**src/verilog/rscd_defs.vh**
```
// Constants for the reset strap configuration decoder.
// Assumes inclusion by bare name from design files.
`ifndef RSCD_DEFS_VH
`define RSCD_DEFS_VH

// Strap positions on the narrow interface address bus
`define RSCD_ADDR_W 21
`define RSCD_WIDE_SEL_HI 17
`define RSCD_WIDE_SEL_LO 16
`define RSCD_NARROW_SEL_HI 15
`define RSCD_NARROW_SEL_LO 14
`define RSCD_EEPROM_AUTOINIT_STRAP_BIT 13
`define RSCD_CELL_BIT 11

// Clock select codes
`define RSCD_CLK_EXT 2'h0
`define RSCD_CLK_DIV4 2'h1
`define RSCD_CLK_DIV6 2'h2
`define RSCD_CLK_RSVD 2'h3

// One-hot source encoding
`define RSCD_SRC_EXT 3'h1
`define RSCD_SRC_DIV4 3'h2
`define RSCD_SRC_DIV6 3'h4
`define RSCD_SRC_NONE 3'h0

// Defaults held in reset
`define RSCD_EEPROM_AUTOINIT_STRAP_DEF 1'h0
`define RSCD_CELL_DEF 1'h0

`endif

```
**src/verilog/rscd_clk_sel_decode.v**
```verilog
// Decodes one two-bit clock select strap into a one-hot source choice.
// Assumes a code that is already captured and stable.
`default_nettype none
`include "rscd_defs.vh"

module rscd_clk_sel_decode (
   input wire [1:0] sel_i,
   output reg [2:0] src_o,
   output reg reserved_o
);

   always @* begin
      src_o = `RSCD_SRC_NONE;
      reserved_o = 1'b0;
      case (sel_i)
         `RSCD_CLK_EXT: src_o = `RSCD_SRC_EXT;
         `RSCD_CLK_DIV4: src_o = `RSCD_SRC_DIV4;
         `RSCD_CLK_DIV6: src_o = `RSCD_SRC_DIV6;
         default: reserved_o = 1'b1;
      endcase
   end

endmodule // rscd_clk_sel_decode

`default_nettype wire

```
**src/verilog/rscd_strap_decoder.v**
```verilog
// Reset strap configuration decoder: captures address-pin straps once
// at reset release and holds the decoded modes until the next reset.
// Assumes straps are driven synchronously to clk_i while in reset.
// Assumes the board holds the strap levels through the first enabled
// clock edge after reset release; later pin traffic is ignored.
//
// Notes on behaviour
// - Sample address-pin straps at reset; captured levels set the modes.
// - Wide clock select: 00 external, 01 core/4, 10 core/6, 11 reserved.
// - Narrow clock select: 00 external, 01 core/4, 10 core/6, 11 reserved.
// - EEPROM autoinit strap: 0 disables host-bus EEPROM load, 1 enables.
// - Cell-port strap: 0 enables second serial port, 1 cell port.
`default_nettype none
`include "rscd_defs.vh"

module rscd_strap_decoder (
   input wire clk_i,
   input wire rst_b_i,
   input wire ce_i,
   input wire [`RSCD_ADDR_W-1:0] narrow_if_address_pins_i,
   input wire host_bus_enable_i,
   output reg [1:0] wide_if_clock_select_o,
   output reg [1:0] narrow_if_clock_select_o,
   output wire [2:0] wide_if_clk_src_o,
   output wire [2:0] narrow_if_clk_src_o,
   output wire clk_sel_reserved_o,
   output reg eeprom_autoinit_strap_o,
   output wire eeprom_autoinit_en_o,
   output reg cell_port_enable_strap_o,
   output wire cell_port_en_o,
   output wire second_serial_port_en_o,
   output reg straps_valid_o
);

   ////////////////////////////////////////////////////////////////////////
   // Usage
   //
   // Limitation: there is no filtering of the strap pins.  Whatever level
   // stands on the capture edge is taken, so a board that is still
   // settling its pulls at reset release gets that level for good.
   // Under an asynchronous reset the pins cannot be sampled inside reset
   // itself, hence the capture on the first enabled edge after release.
   // A low clock enable after release simply postpones that edge.
   // Unused address pins are deliberately ignored; they carry the
   // interface's ordinary address traffic once it starts running.

   ////////////////////////////////////////////////////////////////////////
   // Phases
   //
   // The loader only walks forward: it waits for the first enabled edge
   // after reset, takes the straps once, then locks until the next
   // reset.  No path leads back from the locked phase short of a reset,
   // which keeps later address traffic out of the decoded modes.

   localparam [1:0] ST_CAPTURE = 2'h0;
   localparam [1:0] ST_LOCKED = 2'h1;

   // Reset values of the captured fields
   localparam [1:0] SEL_DEF = `RSCD_CLK_EXT;
   localparam [0:0] EEPROM_AUTOINIT_STRAP_DEF = `RSCD_EEPROM_AUTOINIT_STRAP_DEF;
   localparam [0:0] CELL_DEF = `RSCD_CELL_DEF;

   ////////////////////////////////////////////////////////////////////////
   // Strap fields

   // The same pins carry bus addresses once the interface runs, so
   // these slices only mean anything on the capture edge.
   wire [1:0] wide_sel_pins;
   wire [1:0] narrow_sel_pins;
   wire eeprom_autoinit_strap_pin;
   wire cell_pin;

   assign wide_sel_pins =
      narrow_if_address_pins_i[`RSCD_WIDE_SEL_HI:`RSCD_WIDE_SEL_LO];
   assign narrow_sel_pins =
      narrow_if_address_pins_i[`RSCD_NARROW_SEL_HI:`RSCD_NARROW_SEL_LO];
   assign eeprom_autoinit_strap_pin = narrow_if_address_pins_i[`RSCD_EEPROM_AUTOINIT_STRAP_BIT];
   assign cell_pin = narrow_if_address_pins_i[`RSCD_CELL_BIT];

   ////////////////////////////////////////////////////////////////////////
   // State and next values

   reg [1:0] state_r;
   reg [1:0] state_nxt;
   reg load_nxt;
   reg straps_valid_nxt;
   reg [1:0] wide_sel_nxt;
   reg [1:0] narrow_sel_nxt;
   reg eeprom_autoinit_strap_nxt;
   reg cell_nxt;
   wire wide_rsvd;
   wire narrow_rsvd;

   // Phase transitions; the clock enable is applied in the register
   // processes so a low enable freezes phase and fields together.
   always @* begin
      state_nxt = state_r;
      load_nxt = 1'b0;
      case (state_r)
         ST_CAPTURE: begin
            load_nxt = 1'b1;
            state_nxt = ST_LOCKED;
         end
         ST_LOCKED: begin
            state_nxt = ST_LOCKED;
         end
         default: begin
            // An upset code must not reopen capture mid-run
            state_nxt = ST_LOCKED;
         end
      endcase
   end

   // Clock select codes: load once, otherwise hold what was taken
   always @* begin
      wide_sel_nxt = wide_if_clock_select_o;
      narrow_sel_nxt = narrow_if_clock_select_o;
      if (load_nxt) begin
         wide_sel_nxt = wide_sel_pins;
         narrow_sel_nxt = narrow_sel_pins;
      end
   end

   // Single strap bits and the valid flag, same load-once pattern
   always @* begin
      straps_valid_nxt = straps_valid_o;
      eeprom_autoinit_strap_nxt = eeprom_autoinit_strap_o;
      cell_nxt = cell_port_enable_strap_o;
      if (load_nxt) begin
         straps_valid_nxt = 1'b1;
         eeprom_autoinit_strap_nxt = eeprom_autoinit_strap_pin;
         cell_nxt = cell_pin;
      end
   end

   ////////////////////////////////////////////////////////////////////////
   // Registers

   // Reset loads constants only; a reset branch that sampled the pins
   // would turn the reset line into a data path.
   always @(posedge clk_i or negedge rst_b_i) begin
      if (!rst_b_i) begin
         state_r <= ST_CAPTURE;
      end else if (ce_i) begin
         state_r <= state_nxt;
      end
   end

   // Valid rises on the capture edge and stays up until reset
   always @(posedge clk_i or negedge rst_b_i) begin
      if (!rst_b_i) begin
         straps_valid_o <= 1'b0;
      end else if (ce_i) begin
         straps_valid_o <= straps_valid_nxt;
      end
   end

   // Captured clock select codes
   always @(posedge clk_i or negedge rst_b_i) begin
      if (!rst_b_i) begin
         wide_if_clock_select_o <= SEL_DEF;
         narrow_if_clock_select_o <= SEL_DEF;
      end else if (ce_i) begin
         wide_if_clock_select_o <= wide_sel_nxt;
         narrow_if_clock_select_o <= narrow_sel_nxt;
      end
   end

   // Captured single-bit straps
   always @(posedge clk_i or negedge rst_b_i) begin
      if (!rst_b_i) begin
         eeprom_autoinit_strap_o <= EEPROM_AUTOINIT_STRAP_DEF;
         cell_port_enable_strap_o <= CELL_DEF;
      end else if (ce_i) begin
         eeprom_autoinit_strap_o <= eeprom_autoinit_strap_nxt;
         cell_port_enable_strap_o <= cell_nxt;
      end
   end

   ////////////////////////////////////////////////////////////////////////
   // Decode

   rscd_clk_sel_decode u_wide_dec (
      .sel_i(wide_if_clock_select_o),
      .src_o(wide_if_clk_src_o),
      .reserved_o(wide_rsvd)
   );

   rscd_clk_sel_decode u_narrow_dec (
      .sel_i(narrow_if_clock_select_o),
      .src_o(narrow_if_clk_src_o),
      .reserved_o(narrow_rsvd)
   );

   assign clk_sel_reserved_o = wide_rsvd | narrow_rsvd;

   // Gated by the host-bus enable too, since a board breaking the low
   // strap rule must not start an EEPROM load on a dead peripheral.
   assign eeprom_autoinit_en_o =
      eeprom_autoinit_strap_o & host_bus_enable_i;

   assign cell_port_en_o = cell_port_enable_strap_o;
   assign second_serial_port_en_o = ~cell_port_enable_strap_o;

endmodule // rscd_strap_decoder

`default_nettype wire

```
**config.mk**
```make
export PLATFORM = sky130hd
export DESIGN_NAME = rscd_strap_decoder
export DESIGN_NICKNAME = d
export VERILOG_FILES = /design/src/verilog/rscd_clk_sel_decode.v /design/src/verilog/rscd_strap_decoder.v
export VERILOG_INCLUDE_DIRS = /design/src /design/src/verilog
export SDC_FILE = /design/constraint.sdc
export NUM_CORES = 1
export LEC_CHECK = 0
export ABC_CLOCK_PERIOD_IN_PS = 1100
export BUFFER_PORTS_ARGS = -buffer_cell sky130_fd_sc_hd__buf_2
export CORE_MARGIN = 5
export CORE_UTILIZATION = 29
export DETAILED_ROUTE_END_ITERATION = 12
export HOLD_SLACK_MARGIN = 0.03
export PLACE_DENSITY = 0.72
export SYNTH_ARGS = -nofsm -noshare
export SYNTH_HDL_FRONTEND = slang
export SYNTH_SLANG_ARGS = --single-unit
```
**constraint.sdc**
```tcl
create_clock -name clk_i -period 1.1 [get_ports clk_i]
set_input_delay 0.275 -clock clk_i [delete_from_list [all_inputs] [get_ports clk_i]]
set_output_delay 0.275 -clock clk_i [all_outputs]
set_load 0.01 [all_outputs]
```
==> results.md, run 1 <==
* Top cells by area, synth: dfrtp_1, mux2_4, nor2b_1
* Via count at 316
* Final design utilization at 0.499
* Reg2reg end: eeprom_autoinit_strap_o
* Yosys top cell area share at 0.518
* Final setup fails at 19
* Worst hold slack at 0.236 ns
* Max transition margin at 0.811
* Crit share post-route at 1.19
* Leakage at 0.334 nW
* Most instantiated cells after synthesis: dfrtp_1, mux2_4, nor2b_1
* CTS tree: built
* Power Density at 1340 nW/um^2
* Initial DRC count at 1
* Pin count of the biggest net entering global routing at 9
* Post-synthesis cell type count at 11
* Critical Path RT at 0.82 ns
* CP Launch Type: register
* Core Area at 1280 sq um
* Worst Hold Class: primary input to register
* Register area share after synthesis at 0.518
* Critical path fanouts, max at 5
* Worst-Skew Late Latency at 0.25 ns
* Worst Hold Depth at 2
* DRC at 0
* CP Capture Type: primary output
* Crit path cell chain: a22o_1 > buf_2
* Fraction of layout cells with a size suffix above 1 at 0.758
* Number of routed nets with antenna violations at 0
* Failing checks: setup timing
* Starting Density at 0.301
* Non-filler instance count after layout at 77
* CP arrival at 1.03 ns
* Placed Cells at 67
* Ports at 42
* Rows at 13
* Ys async rst share at 1.00
* PortBufs at 26
* Nets@finish at 89
* Hold Path Origin: ce_i
* Flop2flop setup slack at -0.03 ns
* RSZ-0062 raised after global routing: true
* Max VDD drop at 0.575 mV
* Area delta synth->final at 65.7%
* Filler cells at 121
* Post-synth EDFFs at 0
* TritonCTS Buffers at 3
* Mapped Avg Cell Area at 13.8 sq um
* Clock root buffer: clkbuf_4
* DIE WIDTH at 46.5 um
* Drt pass-1 iters at 2
* Deepest clock path buffer count at 2
* Synthesized net count at 53
* Die Ht at 46.5 um
* First-pass GRT wire length at 1360 um
* Routed WL per cell at 11.8 um
* Fin. Hold Viols at 0
* Crit-path slowest cell: dfrtp_2
* MaxCap Viol Count at 0
* Critical path type: register to primary output
* Yosys reg bits at 8
* Status: finished with violations
* Worst r2r src: state_r[0]
* H-tree depth at 1
* Total power at 0.860 mW
* Worst Hold Endpoint: state_r[0]
* GP Congestion at 0.597
* Setup TNS Final at -1.50 ns
* Slew Viols, Final at 0
* Worst-Margin Slew at 0.283 ns
* Full die area at 2160 sq um
* N_diodes at 0
* Ys Warns at 0
* Final WL at 906 um
* Most common cell in the netlist: dfrtp_1
* Gr usage total at 0.0935
* Drt via density at 4.10
* Worst path max stage delay at 0.43 ns
* Post-Syn Instances at 28
* Leading area contributor after synthesis: dfrtp_1
* Main flop type after synthesis: dfrtp_1
* Vias in the first global route at 338
* Initial antenna violation count at 0
* Worst-path clk slew at 0.06 ns
* Worst Clk Skew at 0.00253 ns
* Tmin final at 1.31 ns
* Max Freq at 764 MHz
* Post-Syn Area at 387 sq um
* Num Clock Sinks at 8
* Grt ovf at 0
* Setup ws final at -0.209 ns
* Reg2Reg Depth at 2
==> sequential cells by signal, summed over array words and instances, names as in the netlist <==
name and cells:
state_r 1, straps_valid_o 1, narrow_if_clock_select_o 2, cell_port_en_o 1, wide_if_clock_select_o 2, eeprom_autoinit_strap_o 1
==> cell usage in the layout, fill, tap and decap left out <==
master / synthesis / final
buf_2: 0 / 21
buf_6: 1 / 8
mux2_4: 6 / 6
dfrtp_1: 8 / 5
nor2b_1: 4 / 4
clkbuf_4: 0 / 3
dfrtp_2: 0 / 3
buf_4: 1 / 3
or2_2: 2 / 2
nor2_1: 2 / 2
and2_1: 1 / 1
inv_1: 1 / 1
a22o_1: 1 / 1
nor2b_4: 1 / 1
dlygate4sd3_1: 0 / 1
==> power by group <==
part           internal [mW]  switching [mW]
Sequential             0.326          0.0325
Clock                  0.125          0.0972
Combinational          0.176           0.104
==> critical path: cells and delay by family (launching register included) <==
family          cells  cell delay, ns
compound gates      1            0.23
buf+inv             1            0.13
flops               1            0.43
==> kinds of logic after synthesis <==
| group | count (synthesis) | share of synthesized area |
|---|---|---|
| AND/OR/NAND/NOR | 10 | 0.168 |
| flip-flops | 8 | 0.518 |
| multiplexers | 6 | 0.233 |
| buffers and inverters | 3 | 0.0582 |
| AO/OA/AOI/OAI | 1 | 0.0227 |
==> metrics by stage <==
step	setup WS [ns]	area [sq um]
after global placement	-0.00986	517
after CTS	-0.236	619
after global routing	-0.252	641
after floorplan	0.0685	387
after detailed placement	-0.0254	517
final	-0.209	641
==> worst max-delay path by stage <==
stage                                    from                       to  slack [ns]
finish              wide_if_clock_select_o[0]       clk_sel_reserved_o       -0.21
global route        wide_if_clock_select_o[1]       clk_sel_reserved_o       -0.25
CTS                 wide_if_clock_select_o[0]       clk_sel_reserved_o       -0.24
detailed placement                 state_r[0]  eeprom_autoinit_strap_o       -0.03
global placement                   state_r[0]           cell_port_en_o       -0.01
floorplan                          state_r[0]           cell_port_en_o        0.07
==> metal layers <==
metal / share of wire / vias up / track usage
li1: - / 159 / -
met1: 0.42 / 139 / 0.109
met2: 0.47 / 18 / 0.143
met3: 0.11 / 0 / 0.0273
met4: 0 / 0 / 0.0682
met5: 0 / - / 0
==> final cells by class <==
type | instances | area (sq um) | area share
Clock buffer | 3 | 22.5 | 0.0352
Inverter | 1 | 3.75 | 0.00586
Multi-Input combinational cell | 17 | 164 | 0.256
Sequential cell | 8 | 204 | 0.318
Tap cell | 15 | 18.8 | 0.0293
Timing Repair Buffer | 33 | 228 | 0.355
==> timing repair <==
action / in CTS / in global routing
hold buffers: 1 / 0
setup buffers: 5 / 1
pin swaps: 2 / 1
endpoints found under the hold margin: 8 / 0
resized for setup: 6 / 5
endpoints found under the setup margin: 19 / 22
(Power assumes the default switching activity.)
==> inputs of run 2 (changes only) <==
- ABC_AREA: unset -> 1
- ABC_CLOCK_PERIOD_IN_PS: 1100 -> unset
- CORE_UTILIZATION: 29 -> 28
- PLACE_DENSITY: 0.72 -> 0.71
==> results.md, run 2 <==
* Worst path buffer plus inverter count at 2 (+1)
* Deepest clock path buffer count at 2 (unchanged)
* Worst-Skew Late Latency at 0.25 ns (about the same)
* Final setup fails at 10 (-9)
* Crit path cell chain: inv_1 > o21ai_1 > buf_2
* CP Launch Type: register
* Worst-Margin Slew at 0.186 ns (-0.0966 ns)
* Top routing layer used: met3
* Full die area at 2200 sq um (+1.5%)
* Top cells by area, synth: dfrtp_1, nand2_1, nand3_1
* Die Ht at 46.9 um (+0.74%)
* DRC at 0 (unchanged)
* PortBufs at 26 (unchanged)
* TritonCTS Buffers at 3 (unchanged)
* Worst Clk Skew at 0.00224 ns (-0.000295 ns)
* M1 WL at 406 um (+8.0%)
* Filler cells at 138 (+14%)
* Regs by FF count: narrow_if_clock_select_o (2), wide_if_clock_select_o (2)
* Slew Viols, Final at 0 (unchanged)
* Placed Cells at 87 (+30%)
* Ys async rst share at 1.00 (unchanged)
* Crit-path slowest cell: dfrtp_1
* N_diodes at 0 (unchanged)
* H-tree depth at 1 (unchanged)
* Post-synthesis cell type count at 11 (unchanged)
* Commonest non-fill, non-tap cells in the layout: buf_2, nand2_1, dfrtp_1
* Post-synth EDFFs at 0 (unchanged)
* Initial DRC count at 4 (+3)
* Final design utilization at 0.451 (-0.0477)
* Num Clock Sinks at 8 (unchanged)
* Vias in the first global route at 379 (+12%)
* RSZ-0062 raised after global routing: true
* Critical Path RT at 0.82 ns (about the same)
* Failing checks: setup timing
* Status: finished with violations
* Drt via density at 4.15 (+1.1%)
* Mapped Avg Cell Area at 7.92 sq um (-43%)
* Metal2 WL at 362 um (-15%)
* Yosys top cell area share at 0.526 (+0.00852)
* Max VDD drop at 0.482 mV (-16%)
* Fin. Hold Viols at 0 (unchanged)
* Via count at 394 (+25%)
* Clock root buffer: clkbuf_4
* Starting Density at 0.296 (-0.00487)
* Number of routed nets with antenna violations at 0 (unchanged)
* Nets@finish at 107 (+20%)
* CTS tree: built
* Leading area contributor after synthesis: dfrtp_1
* Leakage at 0.366 nW (+9.7%)
* CP arrival at 0.95 ns (-0.08 ns)
* Detailed route wirelength on metal3 at 147 um (+43%)
* Post-Syn Area at 380 sq um (-1.6%)
* Pin count of the biggest net entering global routing at 9 (unchanged)
* Critical path type: register to primary output
* Power Density at 1250 nW/um^2 (-7.1%)
* DIE WIDTH at 46.9 um (+0.74%)
* Non-filler instance count after layout at 95 (+23%)
* Worst-path clk slew at 0.05 ns (about the same)
* Initial antenna violation count at 0 (unchanged)
* Synthesized net count at 73 (+38%)
* Ys Warns at 0 (unchanged)
* Routed WL per cell at 9.64 um (-18%)
* Max transition margin at 0.876 (+0.0648)
* CP delay by family, top: flip-flops
* CP Capture Type: primary output
* Critical path fanouts, max at 5 (unchanged)
* Drt pass-1 iters at 4 (+2)
* Most common cell in the netlist: nand2_1
* Area delta synth->final at 52.3%
* Worst Hold Class: primary input to register
* Ports at 42 (unchanged)
* Tmin final at 1.22 ns (-0.0862 ns)
* First-pass GRT wire length at 1570 um (+16%)
* Yosys reg bits at 8 (unchanged)
* GP Congestion at 0.706 (+18%)
* Post-Syn Instances at 48 (+71%)
* Register area share after synthesis at 0.526 (+0.00852)
* Worst path max stage delay at 0.39 ns (-0.04 ns)
* Post-DP HPWL at 705 um
* Grt ovf at 0 (unchanged)
* Setup TNS Final at -0.703 ns (+0.802 ns)
* MaxCap Viol Count at 0 (unchanged)
* Main flop type after synthesis: dfrtp_1
* Fraction of layout cells with a size suffix above 1 at 0.450 (-0.308)
* Final WL at 916 um (+1.1%)
* Max Freq at 818 MHz (+7.0%)
* Commonest non-fill, non-tap cell in the layout: buf_2
* Core Area at 1280 sq um (unchanged)
* Rows at 13 (unchanged)
* Crit share post-route at 1.11 (-0.0783)
* Gr usage total at 0.102 (+0.00889)
* Most instantiated cells after synthesis: nand2_1, dfrtp_1, inv_1
* Setup ws final at -0.123 ns (+0.0862 ns)
-- run 2: changes by cell type in the layout (fill, tap and decap cells not counted), sizes merged, moves of 2 or more --
cell	change
nand2	+16
inv	+7
mux2	-6
nand3	+6
nor2b	-5
nor2	+4
buf	-2
-- run 2: worst reg2reg max path, delay by kind of cell (launching register included) --
kind | cells | cell delay (ns)
buf+inv | 1 | 0.13
flops | 1 | 0.39
simple gates | 3 | 0.20
-- run 2: kinds of logic after synthesis --
kind of cell | Yosys count | share of synthesized area
and+or+nand+nor | 29 | 0.332
buffers and inverters | 10 | 0.128
DFF | 8 | 0.526
AOI/OAI and AO/OA | 1 | 0.0131
-- run 2: path summary, 6_finish.rpt --
check	start	endpoint	slack, ns	cells past startpoint
worst max-delay path	wide_if_clock_select_o[1]	clk_sel_reserved_o	-0.12	3
worst max register to register	state_r[0]	cell_port_en_o	0.27	4
worst min register to register	straps_valid_o	straps_valid_o	0.47	2
worst min-delay path	narrow_if_address_pins_i[11]	cell_port_en_o	0.26	3
min in group asynchronous	rst_b_i	narrow_if_clock_select_o[0]	0.39	2
max in group asynchronous	rst_b_i	wide_if_clock_select_o[0]	0.54	2
-- run 2: cell type report --
class | count | area [sq um] | area share
clock buffer | 3 | 22.5 | 0.0389
tap | 15 | 18.8 | 0.0324
multi-input combinational | 30 | 131 | 0.227
sequential | 8 | 200 | 0.346
timing repair buffer | 31 | 176 | 0.305
inverter | 8 | 30.0 | 0.0518
-- run 2: repair_timing --
action,4_1_cts,5_1_grt
cloned,0,0
pin swaps,4,0
endpoints found under the setup margin,13,15
hold buffers,1,0
buffers inserted,4,0
resized for setup,2,1
endpoints found under the hold margin,8,0
-- run 2: metrics by stage --
step | hold WS, ns | setup slack, ns | total power, mW | instance area, sq um
floorplan | -0.0206 | 0.0466 | 0.413 | 380
global placement | 0.122 | 0.0993 | 0.481 | 510
detailed placement | 0.131 | 0.0813 | 0.485 | 510
CTS | 0.256 | -0.145 | 0.739 | 579
global route | 0.270 | -0.204 | 0.781 | 579
finish | 0.260 | -0.123 | 0.723 | 579
-- run 2: metal layers --
layer	vias up	global-route usage
li1	208	-
met1	161	0.124
met2	25	0.154
met3	0	0.0460
met4	0	0.0497
met5	-	0
-- run 2: where the power goes --
part / leakage, nW / internal, mW / switching [mW]
Combinational: 0.256 / 0.0831 / 0.0840
Sequential: 0.0963 / 0.314 / 0.0210
Clock: 0.0138 / 0.125 / 0.0958
Total: 0.366 / 0.522 / 0.201
==> inputs of run 3 (changes only) <==
- BUFFER_PORTS_ARGS: -buffer_cell sky130_fd_sc_hd__buf_2 -> -buffer_cell sky130_fd_sc_hd__buf_4
==> results.md, run 3 (same netlist as run 2, synthesis figures left out) <==
* Metal2 WL at 417 um (+15%)
* Final design utilization at 0.528 (+0.0769)
* Worst-path clk slew at 0.06 ns (about the same)
* Failing checks: setup timing
* First-pass GRT wire length at 1550 um (-1.3%)
* Deepest clock path buffer count at 2 (unchanged)
* Dpl ws at 0.0550 ns (-0.0263 ns)
* Worst Hold Class: primary input to register
* Worst-Skew Late Latency at 0.25 ns (about the same)
* MaxCap Viol Count at 0 (unchanged)
* Max VDD drop at 0.657 mV (+36%)
* Filler cells at 133 (-3.6%)
* Initial antenna violation count at 0 (unchanged)
* Clock root buffer: clkbuf_4
* Post-DP HPWL at 762 um (+8.1%)
* Critical path fanouts, max at 6 (+1)
* Commonest non-fill, non-tap cells in the layout: buf_4, nand2_1, nor2_1, nand3_1, dfrtp_1
* Power Density at 1170 nW/um^2 (-6.6%)
* Fraction of layout cells with a size suffix above 1 at 0.537 (+0.0866)
* M1 WL at 394 um (-3.0%)
* Worst-Margin Slew at 0.151 ns (-0.0353 ns)
* Starting Density at 0.296 (unchanged)
* Drt pass-1 iters at 4 (unchanged)
* Pin count of the biggest net entering global routing at 9 (unchanged)
* Setup TNS Final at -1.07 ns (-0.363 ns)
* CP Launch Type: register
* Worst Hold Depth at 3 (unchanged)
* H-tree depth at 1 (unchanged)
* Die Ht at 46.9 um (unchanged)
* Hold Path Origin: narrow_if_address_pins_i[17]
* Number of routed nets with antenna violations at 0 (unchanged)
* Crit share post-route at 1.12 (+0.00986)
* Detailed route wirelength on metal3 at 143 um (-2.7%)
* Final WL at 965 um (+5.3%)
* Rows at 13 (unchanged)
* Grt ovf at 0 (unchanged)
* Tmin final at 1.23 ns (+0.0109 ns)
* N_diodes at 0 (unchanged)
* Full die area at 2200 sq um (unchanged)
* Drt via density at 4.40 (+6.1%)
* Initial DRC count at 2 (-2)
* Ports at 42 (unchanged)
* Fin. Hold Viols at 0 (unchanged)
* Core Area at 1280 sq um (unchanged)
* Placed Cells at 87 (unchanged)
* Worst Clk Skew at 0.00500 ns (+0.00276 ns)
* Via count at 427 (+8.4%)
* TritonCTS Buffers at 3 (unchanged)
* CP Capture Type: primary output
* Area delta synth->final at 78.3%
* GP Congestion at 0.688 (-2.5%)
* Regs by FF count: narrow_if_clock_select_o (2), wide_if_clock_select_o (2)
* Worst r2r src: state_r[0]
* DIE WIDTH at 46.9 um (unchanged)
* Setup ws final at -0.134 ns (-0.0109 ns)
* CP arrival at 0.96 ns (about the same)
* Routed WL per cell at 9.95 um (+3.2%)
* CTS tree: built
* Commonest non-fill, non-tap cell in the layout: buf_4
* Critical Path RT at 0.82 ns (about the same)
* RSZ-0062 raised after global routing: true
* Critical path type: register to primary output
* Status: finished with violations
* Max transition margin at 0.900 (+0.0236)
* Max Freq at 811 MHz (-0.88%)
* Reg2Reg Depth at 4 (unchanged)
* Leakage at 0.393 nW (+7.4%)
* Top routing layer used: met4
* Crit. Startpoint: narrow_if_clock_select_o[0]
* Vias in the first global route at 375 (-1.1%)
* Slew Viols, Final at 0 (unchanged)
* PortBufs at 26 (unchanged)
* Worst hold slack at 0.260 ns (-0.000803 ns)
* Final setup fails at 12 (+2)
* Non-filler instance count after layout at 97 (+2.1%)
* Nets@finish at 109 (+1.9%)
* DRC at 0 (unchanged)
* Num Clock Sinks at 8 (unchanged)
* Gr usage total at 0.101 (-0.00140)
[run 3: cell type report]
class | instances | area (sq um) | area share
repair buffers | 33 | 269 | 0.397
flip-flops and latches | 8 | 203 | 0.299
multi-input cells | 30 | 135 | 0.199
inverters | 8 | 30.0 | 0.0443
clock buffers | 3 | 22.5 | 0.0332
well taps | 15 | 18.8 | 0.0277
[run 3: layer usage]
metal	vias to the layer above	GRT usage
li1	213	-
met1	186	0.122
met2	26	0.160
met3	2	0.0345
met4	0	0.0497
met5	-	0
[run 3: through the flow]
stage          area, sq um  power (mW)
3_5_place_dp           576       0.527
4_1_cts                672       0.798
6_report               678       0.791
3_3_place_gp           576       0.521
5_1_grt                678       0.841
2_1_floorplan          380       0.413
[run 3: power by group]
| group | leakage (nW) | switching (mW) | internal (mW) |
|---|---|---|---|
| combinational | 0.286 | 0.0938 | 0.135 |
| sequential | 0.0935 | 0.0238 | 0.315 |
| clock | 0.0138 | 0.0979 | 0.125 |
| total | 0.393 | 0.215 | 0.575 |
[run 3: path summary, 6_finish.rpt]
| check | endpoint | slack (ns) |
|---|---|---|
| worst max-delay path | clk_sel_reserved_o | -0.13 |
| worst min-delay path | wide_if_clock_select_o[1] | 0.26 |
| worst max register to register | eeprom_autoinit_strap_o | 0.28 |
| worst min register to register | straps_valid_o | 0.48 |
| max in group asynchronous | narrow_if_clock_select_o[1] | 0.59 |
| min in group asynchronous | narrow_if_clock_select_o[0] | 0.37 |
[run 3: timing repair]
item	4_1_cts	5_1_grt
resized for setup	6	7
endpoints found under the hold margin	8	0
hold buffers	1	0
gates cloned	0	0
buffers inserted	6	0
endpoints found under the setup margin	13	13
pin swaps	6	3
[run 3: critical path, stage by stage, from the launching register on]
cell and delay [ns]:
dfrtp_2 0.44, nand2_1 0.09, o21ai_2 0.05, buf_4 0.13
